[src/include/cmpl_consts.svh]
// Register offsets, field positions, reset values for the comparator control block
`ifndef CMPL_CONSTS_SVH
`define CMPL_CONSTS_SVH

`define CMPL_ADDR_W 4
`define CMPL_OFF_PWR_HYST 4'h0
`define CMPL_OFF_LATCH_SEL 4'h1
`define CMPL_OFF_PORTB_FUNC 4'h2
`define CMPL_OFF_PIN_FUNC 4'h3
`define CMPL_OFF_STATUS 4'h4

`define CMPL_PWR_HYST_RST 8'hF0
`define CMPL_LATCH_SEL_RST 8'h00
`define CMPL_PORTB_FUNC_RST 8'h00
`define CMPL_PIN_FUNC_RST 8'h00
// Analog control word after reset: power off, hysteresis on, separate negative inputs, no short
`define CMPL_ANALOG_RST 13'h01FC

`define CMPL_HYST_LSB 4
`define CMPL_PWR_LSB 0
`define CMPL_SEL3_LSB 6
`define CMPL_SEL2_LSB 4
`define CMPL_SEL1_LSB 2
`define CMPL_NEGSW_BIT 1
`define CMPL_PB_NEG_LSB 2
`define CMPL_PB_NEG_CODE 2'h2
`define CMPL_SEL_MASK 8'hFE

`endif

[src/include/cmpl_pkg.sv]
// Types shared by the comparator control block
package cmpl_pkg;

	typedef enum logic [1:0] {
		CMPL_GATE_DIRECT = 2'b00,
		CMPL_GATE_PWM = 2'b01,
		CMPL_GATE_HIGH = 2'b10,
		CMPL_GATE_LOW = 2'b11
	} cmpl_gate_e;

	// Motor drive signals used as latch gates
	typedef struct packed {
		logic [2:0] pwm_out;
		logic [2:0] high_drive;
		logic [2:0] low_drive;
	} cmpl_drive_s;

	// Analog controls toward the comparator cores
	typedef struct packed {
		logic [3:0] power_on;
		logic [3:0] hyst_on;
		logic [2:0] neg_input_on;
		logic common_neg_on;
		logic neg_short;
	} cmpl_analog_s;

endpackage

[src/cmpl_ctrl.sv]
// Comparator control wrapper: registers, latches, negative input switches
// Operation
// - Each comparator's power bit switches it on when 1 and fully off when 0.
// - Each comparator's hysteresis bit applies hysteresis when 1 and none when 0.
// - The control register holds hysteresis 3..0 in bits 7..4 and power 3..0 in bits 3..0, resetting to F0.
// - Comparator 3 select bits 7..6 pick direct, PWM channel 2, high-side OR or low-side OR.
// - Comparator 2 select bits 5..4 pick direct, PWM channel 1, high-side OR or low-side OR.
// - Comparator 1 select bits 3..2 pick direct, PWM channel 0, high-side OR or low-side OR.
// - Select bit 1 is the read/write common negative switch, bits 7..1 reset to zero.
// - Port B function code 10 in bits 3..2 shorts the three negative inputs onto the common pin.
// - A pin set to comparator input has its pull-high resistor disconnected.
// - A nonzero select makes the gate a transparent latch enable, holding while low.
// - Switch bit 0 enables separate negative inputs, 1 enables the common pin instead.
// - Select bit 0 is not implemented, reads zero and ignores writes.
//
// Implementation choices: the register addresses and strobed register access.
`timescale 1ns/100ps
`default_nettype none
`include "cmpl_consts.svh"

module cmpl_ctrl #(
	parameter int NUM_PINS = 8
) (
	// Clock and reset
	input wire logic sys_clk,
	input wire logic reset,
	// Register port
	input wire logic [`CMPL_ADDR_W-1:0] reg_addr,
	input wire logic [7:0] reg_wdata,
	input wire logic reg_wr,
	input wire logic reg_rd,
	output logic [7:0] reg_rdata,
	// Motor drive gate sources
	input wire cmpl_pkg::cmpl_drive_s drive,
	// Comparator cores
	input wire logic [3:0] cmp_raw,
	output cmpl_pkg::cmpl_analog_s analog_r,
	output logic [3:0] cmp_out_r,
	// Pad pull-high control
	input wire logic [NUM_PINS-1:0] pull_high_req,
	output logic [NUM_PINS-1:0] pull_high_on_r
);

	logic [7:0] pwr_hyst_r;
	logic [7:0] latch_sel_r;
	logic [7:0] portb_func_r;
	logic [NUM_PINS-1:0] pin_cmp_r;
	logic [7:0] rdata_nxt;
	logic [3:0] cmp_path;
	logic [3:0] power_on;
	logic neg_short;
	logic high_or;
	logic low_or;

	logic wr_pwr;
	logic wr_sel;
	logic wr_pb;
	logic wr_pin;

	// Write decodes, one strobe per register
	assign wr_pwr = reg_wr && (reg_addr == `CMPL_OFF_PWR_HYST);
	assign wr_sel = reg_wr && (reg_addr == `CMPL_OFF_LATCH_SEL);
	assign wr_pb = reg_wr && (reg_addr == `CMPL_OFF_PORTB_FUNC);
	assign wr_pin = reg_wr && (reg_addr == `CMPL_OFF_PIN_FUNC);

	// Power and hysteresis register, all bits writable
	always_ff @(posedge sys_clk) begin
		if (reset) begin
			pwr_hyst_r <= `CMPL_PWR_HYST_RST;
		end else if (wr_pwr) begin
			pwr_hyst_r <= reg_wdata;
		end
	end

	// Latch select register, bit 0 masked off so it stays zero
	always_ff @(posedge sys_clk) begin
		if (reset) begin
			latch_sel_r <= `CMPL_LATCH_SEL_RST;
		end else if (wr_sel) begin
			latch_sel_r <= reg_wdata & `CMPL_SEL_MASK;
		end
	end

	// Port B function select, only the comparator negative field is used here
	always_ff @(posedge sys_clk) begin
		if (reset) begin
			portb_func_r <= `CMPL_PORTB_FUNC_RST;
		end else if (wr_pb) begin
			portb_func_r <= reg_wdata;
		end
	end

	// Per-pin comparator function flags, one bit per shared pad
	always_ff @(posedge sys_clk) begin
		if (reset) begin
			pin_cmp_r <= '0;
		end else if (wr_pin) begin
			pin_cmp_r <= reg_wdata[NUM_PINS-1:0];
		end
	end

	// Read mux; unmapped offsets read zero
	always_comb begin
		case (reg_addr)
			`CMPL_OFF_PWR_HYST: rdata_nxt = pwr_hyst_r;
			`CMPL_OFF_LATCH_SEL: rdata_nxt = latch_sel_r; // Bit 0 always zero
			`CMPL_OFF_PORTB_FUNC: rdata_nxt = portb_func_r;
			`CMPL_OFF_PIN_FUNC: rdata_nxt = 8'(pin_cmp_r);
			`CMPL_OFF_STATUS: rdata_nxt = {4'h0, cmp_out_r};
			default: rdata_nxt = 8'h00;
		endcase
	end

	// Read data stands only in the cycle after the strobe
	always_ff @(posedge sys_clk) begin
		if (reset) begin
			reg_rdata <= 8'h00;
		end else if (reg_rd) begin
			reg_rdata <= rdata_nxt;
		end else begin
			reg_rdata <= 8'h00;
		end
	end

	assign power_on = pwr_hyst_r[`CMPL_PWR_LSB +: 4];
	// Common negative shorting needs the port B field at code 10
	assign neg_short = (portb_func_r[`CMPL_PB_NEG_LSB +: 2] == `CMPL_PB_NEG_CODE);

	// Analog controls registered so outputs come from flops
	always_ff @(posedge sys_clk) begin
		if (reset) begin
			analog_r <= `CMPL_ANALOG_RST; // Mirrors register reset values
		end else begin
			analog_r.power_on <= power_on;
			analog_r.hyst_on <= pwr_hyst_r[`CMPL_HYST_LSB +: 4];
			analog_r.neg_input_on <= {3{~latch_sel_r[`CMPL_NEGSW_BIT]}};
			analog_r.common_neg_on <= latch_sel_r[`CMPL_NEGSW_BIT];
			analog_r.neg_short <= neg_short;
		end
	end

	// Pull-high dropped on any pad in comparator use
	always_ff @(posedge sys_clk) begin
		if (reset) begin
			pull_high_on_r <= '0;
		end else begin
			pull_high_on_r <= pull_high_req & ~pin_cmp_r;
		end
	end

	// Phase OR terms shared by all three latch paths
	assign high_or = |drive.high_drive;
	assign low_or = |drive.low_drive;

	// Comparator 0 has no latch, only power forcing
	// Forced by the flopped enable the core sees, so a waking core's junk never shows
	assign cmp_path[0] = analog_r.power_on[0] & cmp_raw[0];

	// Comparators 1..3 each get a gated output latch
	for (genvar i = 1; i < 4; i++) begin : g_lat
		cmpl_out_latch u_lat (
			.sys_clk(sys_clk),
			.reset(reset),
			.power_on(analog_r.power_on[i]),
			.gate_choice(cmpl_pkg::cmpl_gate_e'(latch_sel_r[2*i +: 2])),
			.pwm_gate(drive.pwm_out[i-1]),
			.high_or(high_or),
			.low_or(low_or),
			.cmp_raw(cmp_raw[i]),
			.cmp_out(cmp_path[i])
		);
	end

	// Registered result outputs; one cycle added after the latch stage
	always_ff @(posedge sys_clk) begin
		if (reset) begin
			cmp_out_r <= 4'h0;
		end else begin
			cmp_out_r <= cmp_path;
		end
	end

endmodule
`default_nettype wire

[src/cmpl_out_latch.sv]
// One comparator output path: power forcing and gated transparent latch
`timescale 1ns/100ps
`default_nettype none
`include "cmpl_consts.svh"

module cmpl_out_latch (
	// Clock and reset
	input wire logic sys_clk,
	input wire logic reset,
	// Controls
	input wire logic power_on,
	input wire cmpl_pkg::cmpl_gate_e gate_choice,
	input wire logic pwm_gate,
	input wire logic high_or,
	input wire logic low_or,
	// Comparator result in and latched result out
	input wire logic cmp_raw,
	output logic cmp_out
);

	logic cmp_gated;
	logic gate;
	logic held_r;

	// Unpowered comparator reads low so a dead core never leaks noise
	assign cmp_gated = power_on & cmp_raw;

	// Gate source selection
	always_comb begin
		case (gate_choice)
			cmpl_pkg::CMPL_GATE_DIRECT: gate = 1'b1;
			cmpl_pkg::CMPL_GATE_PWM: gate = pwm_gate;
			cmpl_pkg::CMPL_GATE_HIGH: gate = high_or;
			cmpl_pkg::CMPL_GATE_LOW: gate = low_or;
			default: gate = 1'b1;
		endcase
	end

	// Clocked latch: follow while gate high, hold while low
	always_ff @(posedge sys_clk) begin
		if (reset) begin
			held_r <= 1'b0;
		end else if (gate) begin
			held_r <= cmp_gated;
		end
	end

	// Direct code bypasses the hold register entirely
	// A closed gate may still hold a 1 from before power-down, so force low here too
	assign cmp_out = power_on & ((gate_choice == cmpl_pkg::CMPL_GATE_DIRECT) ? cmp_gated : held_r);

endmodule
`default_nettype wire

[config.mk]
export PLATFORM = sky130hd
export DESIGN_NAME = cmpl_ctrl
export DESIGN_NICKNAME = d
export VERILOG_FILES = /design/src/include/cmpl_pkg.sv /design/src/cmpl_ctrl.sv /design/src/cmpl_out_latch.sv
export VERILOG_INCLUDE_DIRS = /design/src /design/src/include
export SDC_FILE = /design/constraint.sdc
export NUM_CORES = 1
export LEC_CHECK = 0
export ABC_AREA = 1
export CAP_MARGIN = 20
export CORE_ASPECT_RATIO = 1.4
export CORE_MARGIN = 3
export CORE_UTILIZATION = 55
export DETAILED_ROUTE_END_ITERATION = 12
export DONT_BUFFER_PORTS = 1
export PLACE_DENSITY = 0.71
export SYNTH_ARGS = -nofsm -noshare
export SYNTH_HDL_FRONTEND = slang
export SYNTH_SLANG_ARGS = --single-unit
[constraint.sdc]
create_clock -name sys_clk -period 2 [get_ports sys_clk]
set_input_delay 0.2 -clock sys_clk [delete_from_list [all_inputs] [get_ports sys_clk]]
set_output_delay 0.2 -clock sys_clk [all_outputs]
set_load 0.005 [all_outputs]
==> results.sh, run 1 <==
export IMPL_status="completed"
export IMPL_post_dp_hpwl_um=4230
export IMPL_seq_power_share_pct=53.3
export IMPL_relSlewSlack_pct=34.5
export IMPL_crit_buf_inv=1
export IMPL_numCtsBuffers=9
export IMPL_hold_depth=2
export IMPL_port_buffers=0
export IMPL_antenna_cells=0
export IMPL_hold_worst_slack_ns=0.0128
export IMPL_whs_endpoint="pwr_hyst_r[0]"
export IMPL_switchingPower_w=0.000549
export IMPL_final_cell_mix="nand2_1 (74), dfxtp_1 (65), nor2_1 (41)"
export IMPL_avgSynthCellArea_um2=7.66
export IMPL_crit_start="reset"
export IMPL_r2r_end="g_lat[2].u_lat.held_r"
export IMPL_finClkSkew_ns=0.00836
export IMPL_r2r_setup_slack_ns=0.97
export IMPL_ctsLongestPathBuffers=2
export IMPL_period_needed_ns=1.35
export IMPL_grt_overflow=0
export IMPL_globalplace_congestion=0.830
export IMPL_fmax_mhz=742
export IMPL_core_area_um2=4570
export IMPL_ant_nets=0
export IMPL_async_reset_ff_share_pct=0
export IMPL_finalCritPeriodShare_pct=67.4
export IMPL_r2r_start="latch_sel_r[4]"
export IMPL_synth_flop_cell="dfxtp_1"
export IMPL_p_sw_share_pct=21.9
export IMPL_finalNetCount=393
export IMPL_start_kind="primary input"
export IMPL_die_h_um=87.9
export IMPL_cpPeakStageDelay_ns=1.18
export IMPL_r2r_cells=6
export IMPL_cp_data_arrival_time_ns=1.62
export IMPL_die_width_um=64.5
export IMPL_critical_path_cell_chain="dlygate4sd3_1 -> or2_2"
export IMPL_max_cap_violations=0
export IMPL_via_per_inst=5.12
export IMPL_cts_resized=0
export IMPL_synth_fp_nets=381
export IMPL_ios=70
export IMPL_synth_area_um2=2640
export IMPL_synth_edf_count=0
export IMPL_design_die_area_um2=5670
export IMPL_crit_required_ns=2.27
export IMPL_crit_slowest_cell="dlygate4sd3_1"
export IMPL_synth_cell_type_count=26
export IMPL_min_from="reg_wdata[0]"
export IMPL_ys_warnings_count=0
export IMPL_path_delay_family="buffers and inverters"
export IMPL_rows=29
export IMPL_postPlaceCellArea_um2=2620
export IMPL_clock_sinks=65
export IMPL_pwr_share_comb_pct=5.3
export IMPL_drive_gt1_share_pct=11.6
export IMPL_path_class="in -> reg"
export IMPL_max_vdd_ir_drop_v=0.000607
export IMPL_cellPowerDensity_nw_per_um2=843
export IMPL_synthCells=344
export IMPL_cp_max_fo=25
export IMPL_htree_num_levels=3
export IMPL_fin_area_um2=2970
export IMPL_finalHoldViolations=0
export IMPL_start_util_pct=57.6
export IMPL_cts_tree="built"
export IMPL_layout_commonest_cell="nand2_1"
export IMPL_wl_per_cell_um=14.2
export IMPL_setup_viol=0
export IMPL_clock_latency_ns=0.33
export IMPL_grt_pass1_vias=2085
export IMPL_n_fill_cell=419
export IMPL_hold_path_class="in -> reg"
export IMPL_rsz0062_at_grt="false"
export IMPL_grt_use_total_pct=23.0
export IMPL_areaGrowthSynthToFinish_pct=12.6
export IMPL_endpoint_kind="flip-flop"
export IMPL_clockPowerShare_pct=41.4
export IMPL_cts_root_buf="clkbuf_8"
export IMPL_clkSlewWorstSetupHoldPaths_ns=0.07
export IMPL_total_power_w=0.00250
export IMPL_grt_max_degree=32
export IMPL_grt_antenna_before_repair=0
export IMPL_power_leakage_nw=1.16
export IMPL_synth_seq_area_share_pct=49.4
export IMPL_tightest_slew_ns=0.979
export IMPL_grt_pass1_wl_um=9880
export IMPL_wl_um=5990
export IMPL_routed_via_count=2164
export IMPL_drc=0
export IMPL_initialDrtViolationCount=81
export IMPL_dr_pass1_iters=4
export IMPL_drv_slew=0
export IMPL_tns_ns=0
export IMPL_ys_seq_elements=65
export IMPL_internal_power_w=0.00195
## power by group through the flow
stage / clock, W / combinational [W] / sequential [W]
after global placement: 0 / 0.0000958 / 0.00136
final: 0.00104 / 0.000132 / 0.00133
after detailed placement: 0 / 0.0000984 / 0.00136
after global routing: 0.00112 / 0.000149 / 0.00134
after floorplan: 0 / 0.0000964 / 0.00136
after CTS: 0.00107 / 0.000132 / 0.00133
## per-layer routing
| metal | up-vias | GRT usage (%) | part of all wire [%] |
|---|---|---|---|
| li1 | 1115 | - | - |
| met1 | 975 | 26.5 | 41 |
| met2 | 64 | 39.4 | 52 |
| met3 | 10 | 7.06 | 5.4 |
| met4 | 0 | 10.2 | 1.2 |
| met5 | - | 0 | 0 |
## layout make-up
cell class	instances	area [um2]	area share, %
clock buffer	14	183	6.16
clock inverter	2	10.0	0.337
inverter	39	151	5.10
multi-input combinational	224	1080	36.3
sequential	65	1300	43.8
tap	62	77.6	2.61
timing repair buffer	17	168	5.65
## worst max-delay path by stage
stage / to / slack (ns) / cells after the start
3_3_place_gp: pin_cmp_r[2] / 0.74 / 6
3_5_place_dp: pin_cmp_r[0] / 0.70 / 6
6_report: analog_r[7] / 0.65 / 2
4_1_cts: analog_r[7] / 0.64 / 2
2_1_floorplan: pwr_hyst_r[1] / 0.99 / 7
5_1_grt: analog_r[1] / 0.54 / 2
## cells by family after synthesis
group	count (synthesis)	synth area share, %
buffers and inverters	55	9.73
and+or+nand+nor	165	28.4
AOI/OAI and AO/OA	59	12.5
DFF	65	49.4
## stage by stage
stage,setup slack (ns),std cells,util [%]
CTS,0.638,423,64.9
global route,0.538,423,64.9
detailed placement,0.704,391,57.2
finish,0.652,423,64.9
global placement,0.738,391,57.2
floorplan,0.992,344,-
## state kept, by name, summed over array words and instances (netlist names)
| signal | cells |
|---|---|
| analog_r | 11 |
| cmp_out_r | 4 |
| g_lat.u_lat.held_r | 3 |
| latch_sel_r | 7 |
| pin_cmp_r | 8 |
| portb_func_r | 8 |
| pull_high_on_r | 8 |
| pwr_hyst_r | 8 |
| reg_rdata | 8 |
## cell usage after synthesis, types with 2 or more instances
master	n	share of area [%]
nand2_1	74	11
dfxtp_1	65	49
nor2_1	41	5.8
inv_1	36	5.1
nand3_1	26	4.9
o21ai_0	23	4.4
a21oi_1	22	4.2
nand4_1	7	1.7
a21oi_2	5	1.7
buf_4	5	1.4
clkbuf_1	5	0.71
nor2_4	5	2.1
o21ai_1	4	0.76
or2_2	4	0.95
a211oi_1	3	0.85
buf_6	3	1.3
nand2_2	3	0.71
buf_2	2	0.38
inv_2	2	0.29
nand3_2	2	0.76
o21ai_2	2	0.66
## worst reg2reg max path, delay by kind of cell, from the launching register on
kind | cells | cell delay (ns)
AO/OA/AOI/OAI | 1 | 0.20
buffers and inverters | 2 | 0.13
flip-flops | 1 | 0.39
AND/OR/NAND/NOR | 3 | 0.26
## repair_timing
item                      in CTS  in global routing
hold endpoints to repair      36                  0
buffers inserted               0                  0
hold buffers                  16                  0
No activity file was read; power rests on OpenSTA's default activity.
==> run 2, diff against run 1 <==
==> constraint.sdc (replaced) <==
create_clock -name sys_clk -period 1.25 [get_ports sys_clk]
set_input_delay 0.125 -clock sys_clk [delete_from_list [all_inputs] [get_ports sys_clk]]
set_output_delay 0.125 -clock sys_clk [all_outputs]
set_load 0.005 [all_outputs]
==> results.sh, run 2 (synthesized netlist as in run 1, its figures left out) <==
export IMPL_status="completed"
export IMPL_r2r_start="pwr_hyst_r[3]"
export IMPL_wl_um=6340
export IMPL_setup_viol=0
export IMPL_hold_depth=2
export IMPL_cp_data_arrival_time_ns=1.49
export IMPL_ff_latch_area_um2=1300
export IMPL_port_buffers=0
export IMPL_start_kind="primary input"
export IMPL_grt_use_total_pct=24.0
export IMPL_grt_pass1_wl_um=10200
export IMPL_drive_gt1_share_pct=12.1
export IMPL_cellPowerDensity_nw_per_um2=1320
export IMPL_grt_max_degree=28
export IMPL_largest_register="analog_r"
export IMPL_die_width_um=64.5
export IMPL_layout_commonest_cell="nand2_1"
export IMPL_relSlewSlack_pct=38.0
export IMPL_whs_endpoint="portb_func_r[1]"
export IMPL_core_area_um2=4570
export IMPL_finalHoldViolations=0
export IMPL_globalplace_congestion=0.888
export IMPL_final_cell_mix="nand2_1 (74), dfxtp_1 (64), nor2_1 (41)"
export IMPL_fmax_mhz=824
export IMPL_grt_overflow=0
export IMPL_cp_common_cell="nand2_1"
export IMPL_n_fill_cell=418
export IMPL_clock_latency_ns=0.33
export IMPL_finClkSkew_ns=0.00570
export IMPL_post_dp_hpwl_um=4420
export IMPL_hold_path_class="in -> reg"
export IMPL_power_leakage_nw=1.22
export IMPL_initialDrtViolationCount=120
export IMPL_crit_buf_inv=3
export IMPL_routed_via_count=2219
export IMPL_ctsLongestPathBuffers=2
export IMPL_htree_num_levels=3
export IMPL_finalCritPeriodShare_pct=97.1
export IMPL_clock_sinks=65
export IMPL_fin_area_um2=3090
export IMPL_max_cap_violations=0
export IMPL_cts_root_buf="clkbuf_8"
export IMPL_crit_required_ns=1.52
export IMPL_die_h_um=87.9
export IMPL_crit_slowest_cell="dlygate4sd3_1"
export IMPL_wl_per_cell_um=14.6
export IMPL_place_inst=395
export IMPL_dr_pass1_iters=4
export IMPL_r2r_end="pwr_hyst_r[3]"
export IMPL_cp_max_fo=9
export IMPL_min_from="reg_wdata[1]"
export IMPL_endpoint_kind="flip-flop"
export IMPL_postPlaceCellArea_um2=2660
export IMPL_cts_tree="built"
export IMPL_start_util_pct=57.6
export IMPL_drv_slew=0
export IMPL_design_die_area_um2=5670
export IMPL_tns_ns=0
export IMPL_cpPeakStageDelay_ns=0.57
export IMPL_clkSlewWorstSetupHoldPaths_ns=0.07
export IMPL_path_class="in -> reg"
export IMPL_critical_path_cell_chain="inv_1 -> nand2_1 -> nor2_4 -> nand2_4 -> clkinv_4 -> nand2_1 -> a21oi_2 -> dlygate4sd3_1"
export IMPL_postCtsSetupBuffers=0
export IMPL_r2r_cells=3
export IMPL_grt_pass1_vias=2131
export IMPL_r2r_setup_slack_ns=0.04
export IMPL_ant_nets=0
export IMPL_period_needed_ns=1.21
export IMPL_areaGrowthSynthToFinish_pct=17.1
export IMPL_finalNetCount=405
export IMPL_post_place_ws_ns=0.0952
export IMPL_multi_input_area_um2=1080
export IMPL_via_per_inst=5.12
export IMPL_antenna_cells=0
export IMPL_largest_register_ffs=11
export IMPL_layout_setup_ws_ns=0.0361
export IMPL_fin_cells=433
export IMPL_numCtsBuffers=9
export IMPL_max_vdd_ir_drop_v=0.000864
export IMPL_tightest_slew_ns=0.930
export IMPL_path_delay_family="buffers and inverters"
export IMPL_rsz0062_at_grt="false"
export IMPL_drc=0
export IMPL_grt_antenna_before_repair=0
export IMPL_ios=70
export IMPL_rows=29
[run 2: worst max-delay path by stage]
| stage | end | slack, ns | from | cells past startpoint |
|---|---|---|---|---|
| 2_1_floorplan | pwr_hyst_r[1] | 0.32 | reg_addr[3] | 7 |
| 3_3_place_gp | portb_func_r[3] | 0.16 | reg_addr[3] | 4 |
| 3_5_place_dp | portb_func_r[1] | 0.1 | reg_addr[3] | 4 |
| 4_1_cts | analog_r[1] | 0.03 | reset | 2 |
| 5_1_grt | pwr_hyst_r[3] | 0.0004 | reg_addr[3] | 8 |
| 6_report | pwr_hyst_r[3] | 0.04 | reg_addr[3] | 8 |
[run 2: stage by stage]
| step | hold WS (ns) | utilization, % | power (W) |
|---|---|---|---|
| finish | 0.0167 | 67.5 | 0.00408 |
| floorplan | 0.238 | - | 0.00233 |
| CTS | 0.0169 | 67.4 | 0.00410 |
| global route | 0.0528 | 67.5 | 0.00422 |
| detailed placement | 0.195 | 58.1 | 0.00235 |
| global placement | 0.194 | 58.1 | 0.00235 |
[run 2: per-layer routing]
metal	vias to the layer above	part of all wire, %	track usage [%]
li1	1144	-	-
met1	1001	41	26.6
met2	64	51	41.5
met3	10	5.5	7.70
met4	0	1.9	11.5
met5	-	0	0
[run 2: timing repair]
item,in CTS,in global routing
hold buffers,24,0
setup endpoints to repair,0,15
resized for setup,0,2
endpoints found under the hold margin,53,0
[run 2: worst register-to-register path: stages (launching register included)]
cell and delay (ns):
dfxtp_2 0.36, nand2_1 0.08, a21oi_2 0.15, dlygate4sd3_1 0.57
[run 2: final cells by class]
type,instances,share of cell area (%)
inverter,39,4.91
clock buffer,11,4.58
timing repair buffer,29,9.49
sequential,65,42.2
clock inverter,3,1.38
tap,62,2.51
multi-input combinational,224,34.9
[run 2: report_power, final]
group	switching [W]	total, W	internal, W	leakage, nW
clock network	0.000737	0.00169	0.000950	0.0913
registers	0.0000238	0.00213	0.00211	0.528
logic	0.000149	0.000258	0.000110	0.604
total	0.000910	0.00408	0.00317	1.22
